File: config.mk
export PLATFORM = sky130hd
export DESIGN_NAME = rcb_reset_boot
export DESIGN_NICKNAME = d
export VERILOG_FILES = /design/src/hw/rcb_reset_boot.v
export VERILOG_INCLUDE_DIRS = /design/src /design/src/hw
export SDC_FILE = /design/constraint.sdc
export NUM_CORES = 1
export LEC_CHECK = 0
export BUFFER_PORTS_ARGS = -buffer_cell sky130_fd_sc_hd__buf_2
export CAP_MARGIN = 20
export CORE_ASPECT_RATIO = 1.1
export CORE_MARGIN = 2
export CORE_UTILIZATION = 44
export DETAILED_ROUTE_END_ITERATION = 7
export GPL_ROUTABILITY_DRIVEN = 0
export PLACE_DENSITY = 0.88
export SYNTH_ARGS = -nofsm -noshare
export SYNTH_HDL_FRONTEND = slang
export SYNTH_SLANG_ARGS = --single-unit
File: constraint.sdc
create_clock -name clk_sys -period 2.15 [get_ports clk_sys]
set_input_delay 0.3225 -clock clk_sys [delete_from_list [all_inputs] [get_ports clk_sys]]
set_output_delay 0.3225 -clock clk_sys [all_outputs]
set_load 0.05 [all_outputs]
File: src/hw/rcb_regs.vh
// Purpose: constants for the reset, clock boot and strap block
// Assumes: 32-bit AHB-Lite register window, one word per register
// Notes:   timing counts are module parameter defaults
`ifndef RCB_REGS_VH
`define RCB_REGS_VH

// ==========================================================
// timing
`define RCB_FILT_CYCLES   8
`define RCB_RESET_INDICATOR_OUT_CYCLES   1024
`define RCB_FILT_W        4
`define RCB_RESET_INDICATOR_OUT_W        11

// ==========================================================
// register offsets (byte addresses)
`define RCB_OFS_CTRL      8'h00
`define RCB_OFS_STATUS    8'h04
`define RCB_OFS_COUNT     8'h08
`define RCB_ADDR_W        8

// ==========================================================
// control fields
`define RCB_CTRL_SWRST    0

// ==========================================================
// status fields
`define RCB_ST_SEL_LO     0
`define RCB_ST_SEL_HI     1
`define RCB_ST_CRYSTAL_OUT_PIN       2
`define RCB_ST_PLL        3
`define RCB_ST_SRC_LO     4
`define RCB_ST_SRC_HI     5
`define RCB_ST_FLASH      6
`define RCB_ST_RSTACT     7
`define RCB_ST_RESET_INDICATOR_OUT       8

// ==========================================================
// clock boot select codes and clock sources
`define RCB_SEL_NOPLL_EXT 2'h0
`define RCB_SEL_NOPLL_XO  2'h1
`define RCB_SEL_PLL_EXT   2'h2
`define RCB_SEL_PLL_XO    2'h3
`define RCB_SRC_EXT       2'h0
`define RCB_SRC_ONCHIP    2'h1
`define RCB_SRC_CRYSTAL   2'h2

// ==========================================================
// ahb transfer type bit and response
`define RCB_HTRANS_ACT    1
`define RCB_HRESP_OKAY    1'h0

`endif

File: src/hw/rcb_reset_boot.v
// Purpose: reset filter, reset indicator stretch, clock boot decode,
//          flash programming strap and system clock mirror
// Assumes: all pins synchronous to clk_sys; AHB-Lite single slave
// Notes:   boot straps are frozen at every reset release
//
// Functional notes
// - 8 low cycles of reset input reset core
// - indicator low 1024 cycles after release
// - select high bit: crystal pin becomes input
// - select 00: no PLL, external or on-chip
// - select 01: no PLL, crystal oscillator
// - select 10: PLL, external or on-chip
// - select 11: PLL from crystal oscillator
// - strap with test low enters flash programming
// - clock output follows system clock
//
// Design decisions made here: the address map and the AHB-Lite register port.
`timescale 1ns/1ps
`include "rcb_regs.vh"

module rcb_reset_boot #(
    parameter FILT_CYCLES = `RCB_FILT_CYCLES,
    parameter RESET_INDICATOR_OUT_CYCLES = `RCB_RESET_INDICATOR_OUT_CYCLES
) (
    input  wire        clk_sys,               // cpu clock
    input  wire        rstn,                  // power-on reset, low
    input  wire        ext_reset_in_n,        // board reset, low
    output reg         reset_indicator_out_n, // stretched reset, low
    output wire        core_reset_n,          // cpu/periph reset, low
    input  wire [1:0]  clock_boot_select,     // boot select straps
    input  wire        crystal_out_pin_in,    // crystal pin level
    output wire        crystal_out_pin_out,   // crystal pin drive
    output wire        crystal_out_pin_oe,    // crystal pin enable
    input  wire        osc_in_pin,            // oscillator input
    output wire        system_clock_out,      // clock mirror
    input  wire        flash_program_strap,   // flash prog strap
    input  wire        test_pin,              // factory test pin
    output reg         serial_flash_port_en,  // flash prog mode
    output reg  [1:0]  boot_select_latched,   // frozen select
    output reg         pll_enable,            // pll normal mode
    output reg  [1:0]  clock_source,          // reference source
    input  wire        hsel,                  // ahb select
    input  wire [31:0] haddr,                 // ahb address
    input  wire [1:0]  htrans,                // ahb transfer type
    input  wire        hwrite,                // ahb write
    input  wire [2:0]  hsize,                 // ahb size
    input  wire [31:0] hwdata,                // ahb write data
    input  wire        hready,                // ahb bus ready
    output wire        hreadyout,             // ahb slave ready
    output wire        hresp,                 // ahb response
    output reg  [31:0] hrdata                 // ahb read data
);

// ==========================================================
// clock boot decode
// returns {pll_on, source[1:0]}
function [2:0] rcb_decode;
    input [1:0] sel;
    input       crystal_out_pin;
    begin
        case (sel)
            `RCB_SEL_NOPLL_EXT:
                rcb_decode = {1'b0, crystal_out_pin ? `RCB_SRC_ONCHIP
                                         : `RCB_SRC_EXT};
            `RCB_SEL_NOPLL_XO:
                rcb_decode = {1'b0, `RCB_SRC_CRYSTAL};
            `RCB_SEL_PLL_EXT:
                rcb_decode = {1'b1, crystal_out_pin ? `RCB_SRC_ONCHIP
                                         : `RCB_SRC_EXT};
            `RCB_SEL_PLL_XO:
                rcb_decode = {1'b1, `RCB_SRC_CRYSTAL};
            default:
                rcb_decode = {1'b0, `RCB_SRC_EXT};
        endcase
    end
endfunction

// crystal pin is driven only while the select high bit is 0
function rcb_pin_drives;
    input [1:0] sel;
    begin
        rcb_pin_drives = ~sel[1];
    end
endfunction

// counts are cut to the counter width on purpose
localparam integer FILT_LAST_I = FILT_CYCLES - 1;
localparam integer RESET_INDICATOR_OUT_LAST_I = RESET_INDICATOR_OUT_CYCLES - 1;
localparam [`RCB_FILT_W-1:0] FILT_LAST = FILT_LAST_I[`RCB_FILT_W-1:0];
localparam [`RCB_RESET_INDICATOR_OUT_W-1:0] RESET_INDICATOR_OUT_LAST = RESET_INDICATOR_OUT_LAST_I[`RCB_RESET_INDICATOR_OUT_W-1:0];

// ==========================================================
// state
reg  [`RCB_FILT_W-1:0] filt_cnt;
reg  [`RCB_RESET_INDICATOR_OUT_W-1:0] reset_indicator_out_cnt;
reg                    rst_active;
reg                    crystal_out_pin_latched;
reg                    soft_req;
reg                    wr_pend;
reg  [`RCB_ADDR_W-1:0] wr_addr;

reg  [`RCB_FILT_W-1:0] next_filt_cnt;
reg                    next_rst_active;
reg  [`RCB_RESET_INDICATOR_OUT_W-1:0] next_reset_indicator_out_cnt;
wire                   release_now;
wire [2:0]             mode_now;
wire                   addr_take;
wire [`RCB_ADDR_W-1:0] addr_lo;
reg  [31:0]            next_rdata;
wire [31:0]            ctrl_word;
wire [31:0]            status_word;
wire [31:0]            count_word;

// ==========================================================
// reset input filter
always @*
begin
    next_filt_cnt = filt_cnt;
    if (ext_reset_in_n)
        next_filt_cnt = {`RCB_FILT_W{1'b0}};
    else if (filt_cnt != FILT_LAST)
        next_filt_cnt = filt_cnt + 1'b1;
end

// short glitches on the reset pin never reach the core
always @*
begin
    next_rst_active = rst_active;
    if (soft_req)
        next_rst_active = 1'b1;
    else if (!ext_reset_in_n && filt_cnt == FILT_LAST)
        next_rst_active = 1'b1;
    else if (ext_reset_in_n)
        next_rst_active = 1'b0;
end

always @(posedge clk_sys or negedge rstn)
begin
    if (!rstn)
    begin
        filt_cnt   <= {`RCB_FILT_W{1'b0}};
        rst_active <= 1'b1;
    end
    else
    begin
        filt_cnt   <= next_filt_cnt;
        rst_active <= next_rst_active;
    end
end

assign core_reset_n = ~rst_active;

// ==========================================================
// reset indicator stretch
always @*
begin
    next_reset_indicator_out_cnt = reset_indicator_out_cnt;
    if (rst_active)
        next_reset_indicator_out_cnt = {`RCB_RESET_INDICATOR_OUT_W{1'b0}};
    else if (reset_indicator_out_cnt != RESET_INDICATOR_OUT_LAST)
        next_reset_indicator_out_cnt = reset_indicator_out_cnt + 1'b1;
end

always @(posedge clk_sys or negedge rstn)
begin
    if (!rstn)
    begin
        reset_indicator_out_cnt              <= {`RCB_RESET_INDICATOR_OUT_W{1'b0}};
        reset_indicator_out_n <= 1'b0;
    end
    else
    begin
        reset_indicator_out_cnt              <= next_reset_indicator_out_cnt;
        reset_indicator_out_n <= ~rst_active &&
                                 reset_indicator_out_cnt == RESET_INDICATOR_OUT_LAST;
    end
end

// ==========================================================
// boot strap capture
assign release_now = rst_active && !next_rst_active;
assign mode_now    = rcb_decode(clock_boot_select,
                                crystal_out_pin_in);

// captured by the clock, at release, never by the async reset
always @(posedge clk_sys or negedge rstn)
begin
    if (!rstn)
    begin
        boot_select_latched  <= 2'h0;
        crystal_out_pin_latched         <= 1'b0;
        pll_enable           <= 1'b0;
        clock_source         <= `RCB_SRC_EXT;
        serial_flash_port_en <= 1'b0;
    end
    else if (release_now)
    begin
        boot_select_latched  <= clock_boot_select;
        crystal_out_pin_latched         <= crystal_out_pin_in;
        pll_enable           <= mode_now[2];
        clock_source         <= mode_now[1:0];
        serial_flash_port_en <= flash_program_strap &&
                                !test_pin;
    end
end

// ==========================================================
// crystal pin and clock mirror
// during reset the live select decides, afterwards the frozen one
assign crystal_out_pin_oe  = rst_active
                           ? rcb_pin_drives(clock_boot_select)
                           : rcb_pin_drives(boot_select_latched);
assign crystal_out_pin_out = ~osc_in_pin;
// plain wire: gating here would glitch the mirror
assign system_clock_out    = clk_sys;

// ==========================================================
// ahb-lite slave, zero wait states
assign addr_take = hsel && hready && htrans[`RCB_HTRANS_ACT];
assign addr_lo   = haddr[`RCB_ADDR_W-1:0];
assign hreadyout = 1'b1;
assign hresp     = `RCB_HRESP_OKAY;

// ==========================================================
// read words, unused bits read zero
assign ctrl_word[`RCB_CTRL_SWRST] = soft_req;
assign ctrl_word[31:`RCB_CTRL_SWRST+1] = {(31-`RCB_CTRL_SWRST){1'b0}};

assign status_word[`RCB_ST_SEL_HI:`RCB_ST_SEL_LO] = boot_select_latched;
assign status_word[`RCB_ST_CRYSTAL_OUT_PIN]   = crystal_out_pin_latched;
assign status_word[`RCB_ST_PLL]    = pll_enable;
assign status_word[`RCB_ST_SRC_HI:`RCB_ST_SRC_LO] = clock_source;
assign status_word[`RCB_ST_FLASH]  = serial_flash_port_en;
assign status_word[`RCB_ST_RSTACT] = rst_active;
assign status_word[`RCB_ST_RESET_INDICATOR_OUT]   = reset_indicator_out_n;
assign status_word[31:`RCB_ST_RESET_INDICATOR_OUT+1] = {(31-`RCB_ST_RESET_INDICATOR_OUT){1'b0}};

// lets software watch the stretch count up
assign count_word = {{(32-`RCB_RESET_INDICATOR_OUT_W){1'b0}}, reset_indicator_out_cnt};

always @*
begin
    next_rdata = 32'h0000_0000;
    case (addr_lo)
        `RCB_OFS_CTRL:
            next_rdata = ctrl_word;
        `RCB_OFS_STATUS:
            next_rdata = status_word;
        `RCB_OFS_COUNT:
            next_rdata = count_word;
        default:
            next_rdata = 32'h0000_0000;
    endcase
end

always @(posedge clk_sys or negedge rstn)
begin
    if (!rstn)
    begin
        wr_pend <= 1'b0;
        wr_addr <= {`RCB_ADDR_W{1'b0}};
        hrdata  <= 32'h0000_0000;
    end
    else
    begin
        wr_pend <= addr_take && hwrite;
        if (addr_take)
            wr_addr <= addr_lo;
        if (addr_take && !hwrite)
            hrdata <= next_rdata;
    end
end

// software reset request: one pulse into the reset source
always @(posedge clk_sys or negedge rstn)
begin
    if (!rstn)
        soft_req <= 1'b0;
    else if (wr_pend && wr_addr == `RCB_OFS_CTRL)
        soft_req <= hwdata[`RCB_CTRL_SWRST];
    else
        soft_req <= 1'b0;
end

endmodule

Word-level counts from Yosys, hierarchy flattened. Cells that the tools add are included. W data, S select, Z words.

Input port bits: 81. Output and inout bits: 45. Flip-flop bits (word level): 66. Memory bits (writable): 0. Logic and storage cells: 58. ROM bits: 0. Memories kept: 0. Bits in latches: 0.

Equal/unequal tests: 9. Magnitude comparators: 0. Add/subtract/negate cells: 2. Shifts and indexed selects: 0. Multipliers: 0. Reductions and logical operators: 18. Div/mod/pow operators: 0. Muxes and demuxes: 12. Bitwise gates (word level): 4.

Operator list (count): $pmux W11 S3 (1); $mux W11 (2); $logic_not A8 Y1 (2); $pmux W3 S4 (1); $add A11 B1 Y11 const B (1); $eq A11 B10 Y1 const B (1); $ne A11 B10 Y1 const B (1); $logic_and A1 B1 Y1 (9); $eq A8 B3 Y1 const B (1); $eq A8 B4 Y1 const B (1); $mux W4 (2); $mux W1 (6); $add A4 B1 Y4 const B (1); $eq A2 B2 Y1 const B (2); $eq A4 B3 Y1 const B (1); $logic_not A1 Y1 (4); $ne A4 B3 Y1 const B (1); $not A1 Y1 (4); $reduce_bool A2 Y1 (2); $eq A2 B1 Y1 const B (1); $logic_not A2 Y1 (1).

Longest topological paths before layout. Gate-level depths: netlist of run 1.

Word-level depth: 6. Depth in mapped cells: 5. Depth with buffers taken out: 5.

==> impl_metrics.csv, run 1 <==
group,metric,value,unit
logic_synthesis,yosys_warnings,0,
outcome,status,"complete, but fails checks",
timing,max_freq,524,MHz
setup_path,worstPathCellList,"mux2i_2 -> buf_2",
setup_path,max_stage_delay,0.66,ns
floorplanning,die_y,78.7,um
final_layout,fillers,445,
setup_path,cp-end-kind,"output port",
route,first_iter_violations,73,
timing,setup_viol,0,
placed_design,placed_cell_area,2430,sq um
setup_path,worstPathArrival,1.59,ns
floorplanning,core-area,4970,sq um
pwr,static-leakage-power,1.24,nW
worst_hold_path,hold_class,"in -> async",
setup_path,crit_fanout,10,
outcome,violations,"hold timing",
route,vias_per_cell,5.25,
placed_design,dp_hpwl,3320,um
timing,tns,0,ns
route,dr.pass1.iters,4,
timing,clock_skew,0.00499,ns
global_route,grt_max_degree,46,
global_route,grt_pass1_wl,7470,um
cts,clk_pin_slew,0.08,ns
pwr,power_density,950,nW/um^2
final_layout,drive_above_1_share,0.308,
final_layout,design_area,2560,sq um
final_layout,area_growth,14.7,%
cts,worstSkewPairLatency,0.40,ns
cts,post_cts_buffers,0,
logic_synthesis,synth-seq-area-share,0.504,
floorplanning,die_w,72.0,um
flow_run,maxCapViolCount,0,
route,dr_total_vias,1684,
logic_synthesis,ys_ff_latch,45,
cts,cts_hold_buf,0,
route,drtAntennaViolNets,0,
placed_design,port_buffers,43,
setup_path,slowest_stage,"dfstp_2",
floorplanning,rows,27,
global_route,grt_pass1_vias,1606,
timing,tightest_slew,0.743,ns
route,wl_per_cell,13.9,um
timing,slew_viol_final,0,
logic_synthesis,syn_inst,214,
timing,slew_headroom,0.504,
cts,ctsResizeCount,0,
global_route,grtUsageTotal,0.174,
timing,period_needed,1.91,ns
final_layout,diodes,0,
timing,rsz0062_at_grt,"false",
setup_path,crit_type,"reg -> out",
logic_synthesis,synth_flop_cell,"dfrtp_1",
floorplanning,start_util,0.450,
logic_synthesis,syn_area,2230,sq um
route,drcViolationCount,0,
global_route,grt_antenna_before_repair,0,
timing,fin_hold_ws,-0.00986,ns
floorplanning,io-pin-count,126,
setup_path,cp.required,1.83,ns
route,routed_wl,4480,um
floorplanning,dieArea,5670,sq um
final_layout,fin_nets,345,
placed_design,dpl.cell_count,310,
global_route,grt_overflow_total,0,
final_layout,final_cells,321,
setup_path,start_kind,"flop",
logic_synthesis,syn-mean-instance-area,10.4,sq um
timing,final_hold_viol_count,35,
setup_path,regToRegSetupSlack,0.35,ns
timing,min_period_over_period,0.888,
pwr,irDropWorstVdd,0.000807,V
logic_synthesis,synth_edf_count,0,
logic_synthesis,ys_async_sr_fraction,1.00,
cts,tritoncts,"done",
logic_synthesis,ys_types,41,
## cells by family (layout without fill, tap and decap cells)
family	count (synthesis)	count (layout)	share of synthesized area
AO/OA/AOI/OAI	39	39	0.110
XOR/XNOR	3	3	0.0118
adder cells (fa/ha/maj)	2	2	0.0112
buffers and inverters	36	64	0.101
flip-flops	45	45	0.504
multiplexers	18	18	0.0901
other	2	23	0.00336
AND/OR/NAND/NOR	69	69	0.169
## per-stage QoR
step,utilization,worst slack (ns),total power [mW]
after detailed placement,0.490,0.365,1.78
after floorplan,-,0.130,1.66
final,0.516,0.240,2.44
after global routing,0.516,0.153,2.56
after CTS,0.516,0.227,2.46
after global placement,0.490,0.386,1.74
## cells in the final DEF (no fill, tap or decap), types with 6 or more instances in the layout
master    count
o21ai_1       9
nand2_1      21
clkbuf_8      9
mux2_2       13
a22oi_1       8
nor2_1       17
a21oi_1       7
o21ai_0       8
dfrtp_1      44
conb_1       23
buf_2        43
inv_1         6
## cell usage after synthesis, types with 3 or more instances
cell type,instances,area [sq um]
a21oi_1,7,35.0
a22oi_1,8,60.1
buf_4,24,180
clkbuf_1,5,18.8
dfrtp_1,44,1100
inv_1,6,22.5
mux2_2,13,146
mux2i_1,4,40.0
nand2_1,21,78.8
nand2b_1,4,25.0
nand3_1,4,20.0
nor2_1,17,63.8
nor2b_1,3,18.8
nor3_1,4,20.0
o21ai_0,8,40.0
o21ai_1,9,45.0
## power by group
group	internal, mW	switching (mW)
clock	0.393	0.366
sequential	0.968	0.141
combinational	0.185	0.383
total	1.55	0.890
## state kept, by name, summed over array words and instances, names as in the netlist
register                 flops
boot_select_latched          2
clock_source                 2
crystal_out_pin_latched      1
filt_cnt                     4
hrdata                      11
pll_enable                   1
reset_indicator_out_cnt     11
reset_indicator_out_n        1
rst_active                   1
serial_flash_port_en         1
soft_req                     1
wr_addr                      8
wr_pend                      1
## path summary, 6_finish.rpt
kind,depth (start not counted),from,end
min in group clk_sys,2,ext_reset_in_n,rst_active
setup reg to reg,5,reset_indicator_out_cnt[0],reset_indicator_out_cnt[7]
max in group asynchronous,2,rstn,rst_active
setup / recovery,2,rst_active,crystal_out_pin_oe
hold reg to reg,2,hrdata[10],hrdata[10]
hold / removal,2,rstn,reset_indicator_out_cnt[6]
## per-layer routing
layer  vias up  track usage  part of all wire
met2        56        0.276              0.49
met4         0       0.0925             0.020
li1        789            -                 -
met3         9       0.0368             0.053
met1       830        0.222              0.44
met5         -            0                 0
## worst max-delay path: cells and delay by family, from the launching register on
family | cells | cell delay (ns)
flops | 1 | 0.66
mux | 1 | 0.23
buf+inv | 1 | 0.29
## layout make-up
type	count	area, sq um	share of cell area
clock buffer	12	136	0.0532
inverter	6	22.5	0.00878
multi-input combinational	154	965	0.376
sequential	45	1130	0.440
tap	58	72.6	0.0283
timing repair buffer	46	240	0.0937
Note: power is estimated with default switching activity, not from simulation.
==> inputs of run 2 (changes only) <==
--- a/config.mk
+++ b/config.mk
@@ -13,6 +13,7 @@
 export CORE_UTILIZATION = 44
 export DETAILED_ROUTE_END_ITERATION = 7
 export GPL_ROUTABILITY_DRIVEN = 0
+export GPL_TIMING_DRIVEN = 0
 export PLACE_DENSITY = 0.88
 export SYNTH_ARGS = -nofsm -noshare
 export SYNTH_HDL_FRONTEND = slang
==> run 2 against run 1 <==
The run now ends clean. Flip-flop and latch count unchanged. Combinational power increased by 6.7%. Count of clock-buffer cells in the layout decreased by 1. Sequential power hardly changed. Hold slack better by 0.17 ns. Sequential share of layout area shrank 3.1 points. Die area is the same. Total power up 1.8%. Non-clock buffer count grew 26. Critical path type unchanged. Critical endpoint unchanged.
==> impl_metrics.csv, run 2 (synthesis results as in run 1) <==
group,metric,value,unit
outcome,status,"complete, no violations",
final_layout,fillers,432,
global_route,grt_pass1_wl,7920,um
global_route,grt_pass1_vias,1731,
timing,fin_ws,0.212,ns
timing,tightest_slew,0.523,ns
global_route,grtUsageTotal,0.177,
route,drcViolationCount,0,
setup_path,start_kind,"flop",
final_layout,fin_nets,371,
setup_path,worstPathArrival,1.62,ns
timing,tns,0,ns
flow_run,maxCapViolCount,0,
setup_path,crit_type,"reg -> out",
cts,post_cts_buffers,0,
setup_path,cp-startpoint,"rst_active",
floorplanning,core-area,4970,sq um
timing,rsz0062_at_grt,"false",
setup_path,reg2reg_to,"reset_indicator_out_cnt[7]",
floorplanning,start_util,0.450,
final_layout,layout_commonest_cell,"dfrtp_1",
placed_design,port_buffers,43,
worst_hold_path,min_path_cells,2,
route,drtAntennaViolNets,0,
route,vias_per_cell,5.07,
final_layout,largestRegisters,"hrdata (11), reset_indicator_out_cnt (11), wr_addr (8)",
route,dr_total_vias,1754,
final_layout,diodes,0,
final_layout,design_area,2760,sq um
worst_hold_path,worstHoldEndpoint,"filt_cnt[2]",
floorplanning,dieArea,5670,sq um
setup_path,regToRegSetupSlack,0.32,ns
timing,final_hold_viol_count,0,
setup_path,worst_r2r_startpoint,"reset_indicator_out_cnt[0]",
global_route,grt_max_degree,46,
final_layout,drive_above_1_share,0.354,
floorplanning,die_w,72.0,um
setup_path,cp.required,1.83,ns
pwr,power_density,900,nW/um^2
timing,setup_viol,0,
final_layout,final_util,0.555,
worst_hold_path,hold_class,"in -> reg",
global_route,grt_antenna_before_repair,0,
timing,min_period_over_period,0.902,
setup_path,crit_fanout,17,
setup_path,cp-end-kind,"output port",
route,dr.pass1.iters,4,
cts,tritoncts,"done",
cts,worstSkewPairLatency,0.39,ns
route,routed_wl,4590,um
cts,clk_pin_slew,0.08,ns
timing,clock_skew,0.00563,ns
floorplanning,die_y,78.7,um
worst_hold_path,min_from,"ext_reset_in_n",
placed_design,placed_cell_area,2610,sq um
pwr,static-leakage-power,1.37,nW
placed_design,dpl_worst_slack,-0.000595,ns
placed_design,dp_hpwl,3400,um
global_route,grt_overflow_total,0,
floorplanning,rows,27,
setup_path,reg2regPathDepth,5,
final_layout,area_growth,23.4,%
route,wl_per_cell,13.3,um
timing,slew_headroom,0.651,
route,first_iter_violations,94,
timing,period_needed,1.94,ns
timing,slew_viol_final,0,
pwr,irDropWorstVdd,0.000882,V
floorplanning,io-pin-count,126,
timing,max_freq,516,MHz
final_layout,final_cell_mix,"44 x dfrtp_1, 42 x buf_2, 25 x buf_4, 23 x conb_1, 21 x nand2_1",
## run 2: cell types whose count changed in the layout (fill, tap and decap cells not counted)
cell / before / now
buf_4: 4 / 25
buf_12: 0 / 1
buf_2: 43 / 42
dlygate4sd3_1: 0 / 1
buf_1: 0 / 1
clkbuf_1: 2 / 4
## run 2: metrics by stage
stage,power (mW),instances,hold WS (ns)
after floorplan,1.66,235,0.0269
after global placement,1.80,336,0.458
after detailed placement,1.83,336,0.474
after CTS,2.49,345,0.115
after global routing,2.62,346,0.160
final,2.48,346,0.158
## run 2: how the worst max path moves through the flow
| stage | slack, ns | end |
|---|---|---|
| final | 0.21 | crystal_out_pin_oe |
| after global routing | 0.11 | crystal_out_pin_oe |
| after CTS | 0.05 | crystal_out_pin_oe |
| after detailed placement | -0.0006 | crystal_out_pin_oe |
| after global placement | 0.05 | crystal_out_pin_oe |
| after floorplan | 0.13 | crystal_out_pin_oe |
## run 2: per-layer routing
layer,global-route usage,up-vias,share of wire
li1,-,842,-
met1,0.230,835,0.42
met2,0.278,65,0.49
met3,0.0470,12,0.058
met4,0.0774,0,0.025
met5,0,-,0
## run 2: report_power, final
group,internal [mW],switching [mW],leakage [nW]
combinational,0.219,0.386,0.707
clock,0.408,0.360,0.0746
sequential,0.968,0.139,0.585
## run 2: area by class of cell
type,count,area [sq um],area share
plain buffers,28,195,0.0708
multi-input cells,154,965,0.350
flip-flops and latches,45,1130,0.409
clock buffers,11,133,0.0481
repair buffers,44,243,0.0880
well taps,58,72.6,0.0263
inverters,6,22.5,0.00817
## run 2: critical path, stage by stage (launching register included)
cell	delay, ns
dfstp_2	0.74
mux2i_2	0.26
buf_4	0.22
## run 2: what timing repair did
action,in CTS,in global routing
resized for setup,2,0
endpoints found under the setup margin,1,1
hold buffers,0,1
hold endpoints to repair,0,44
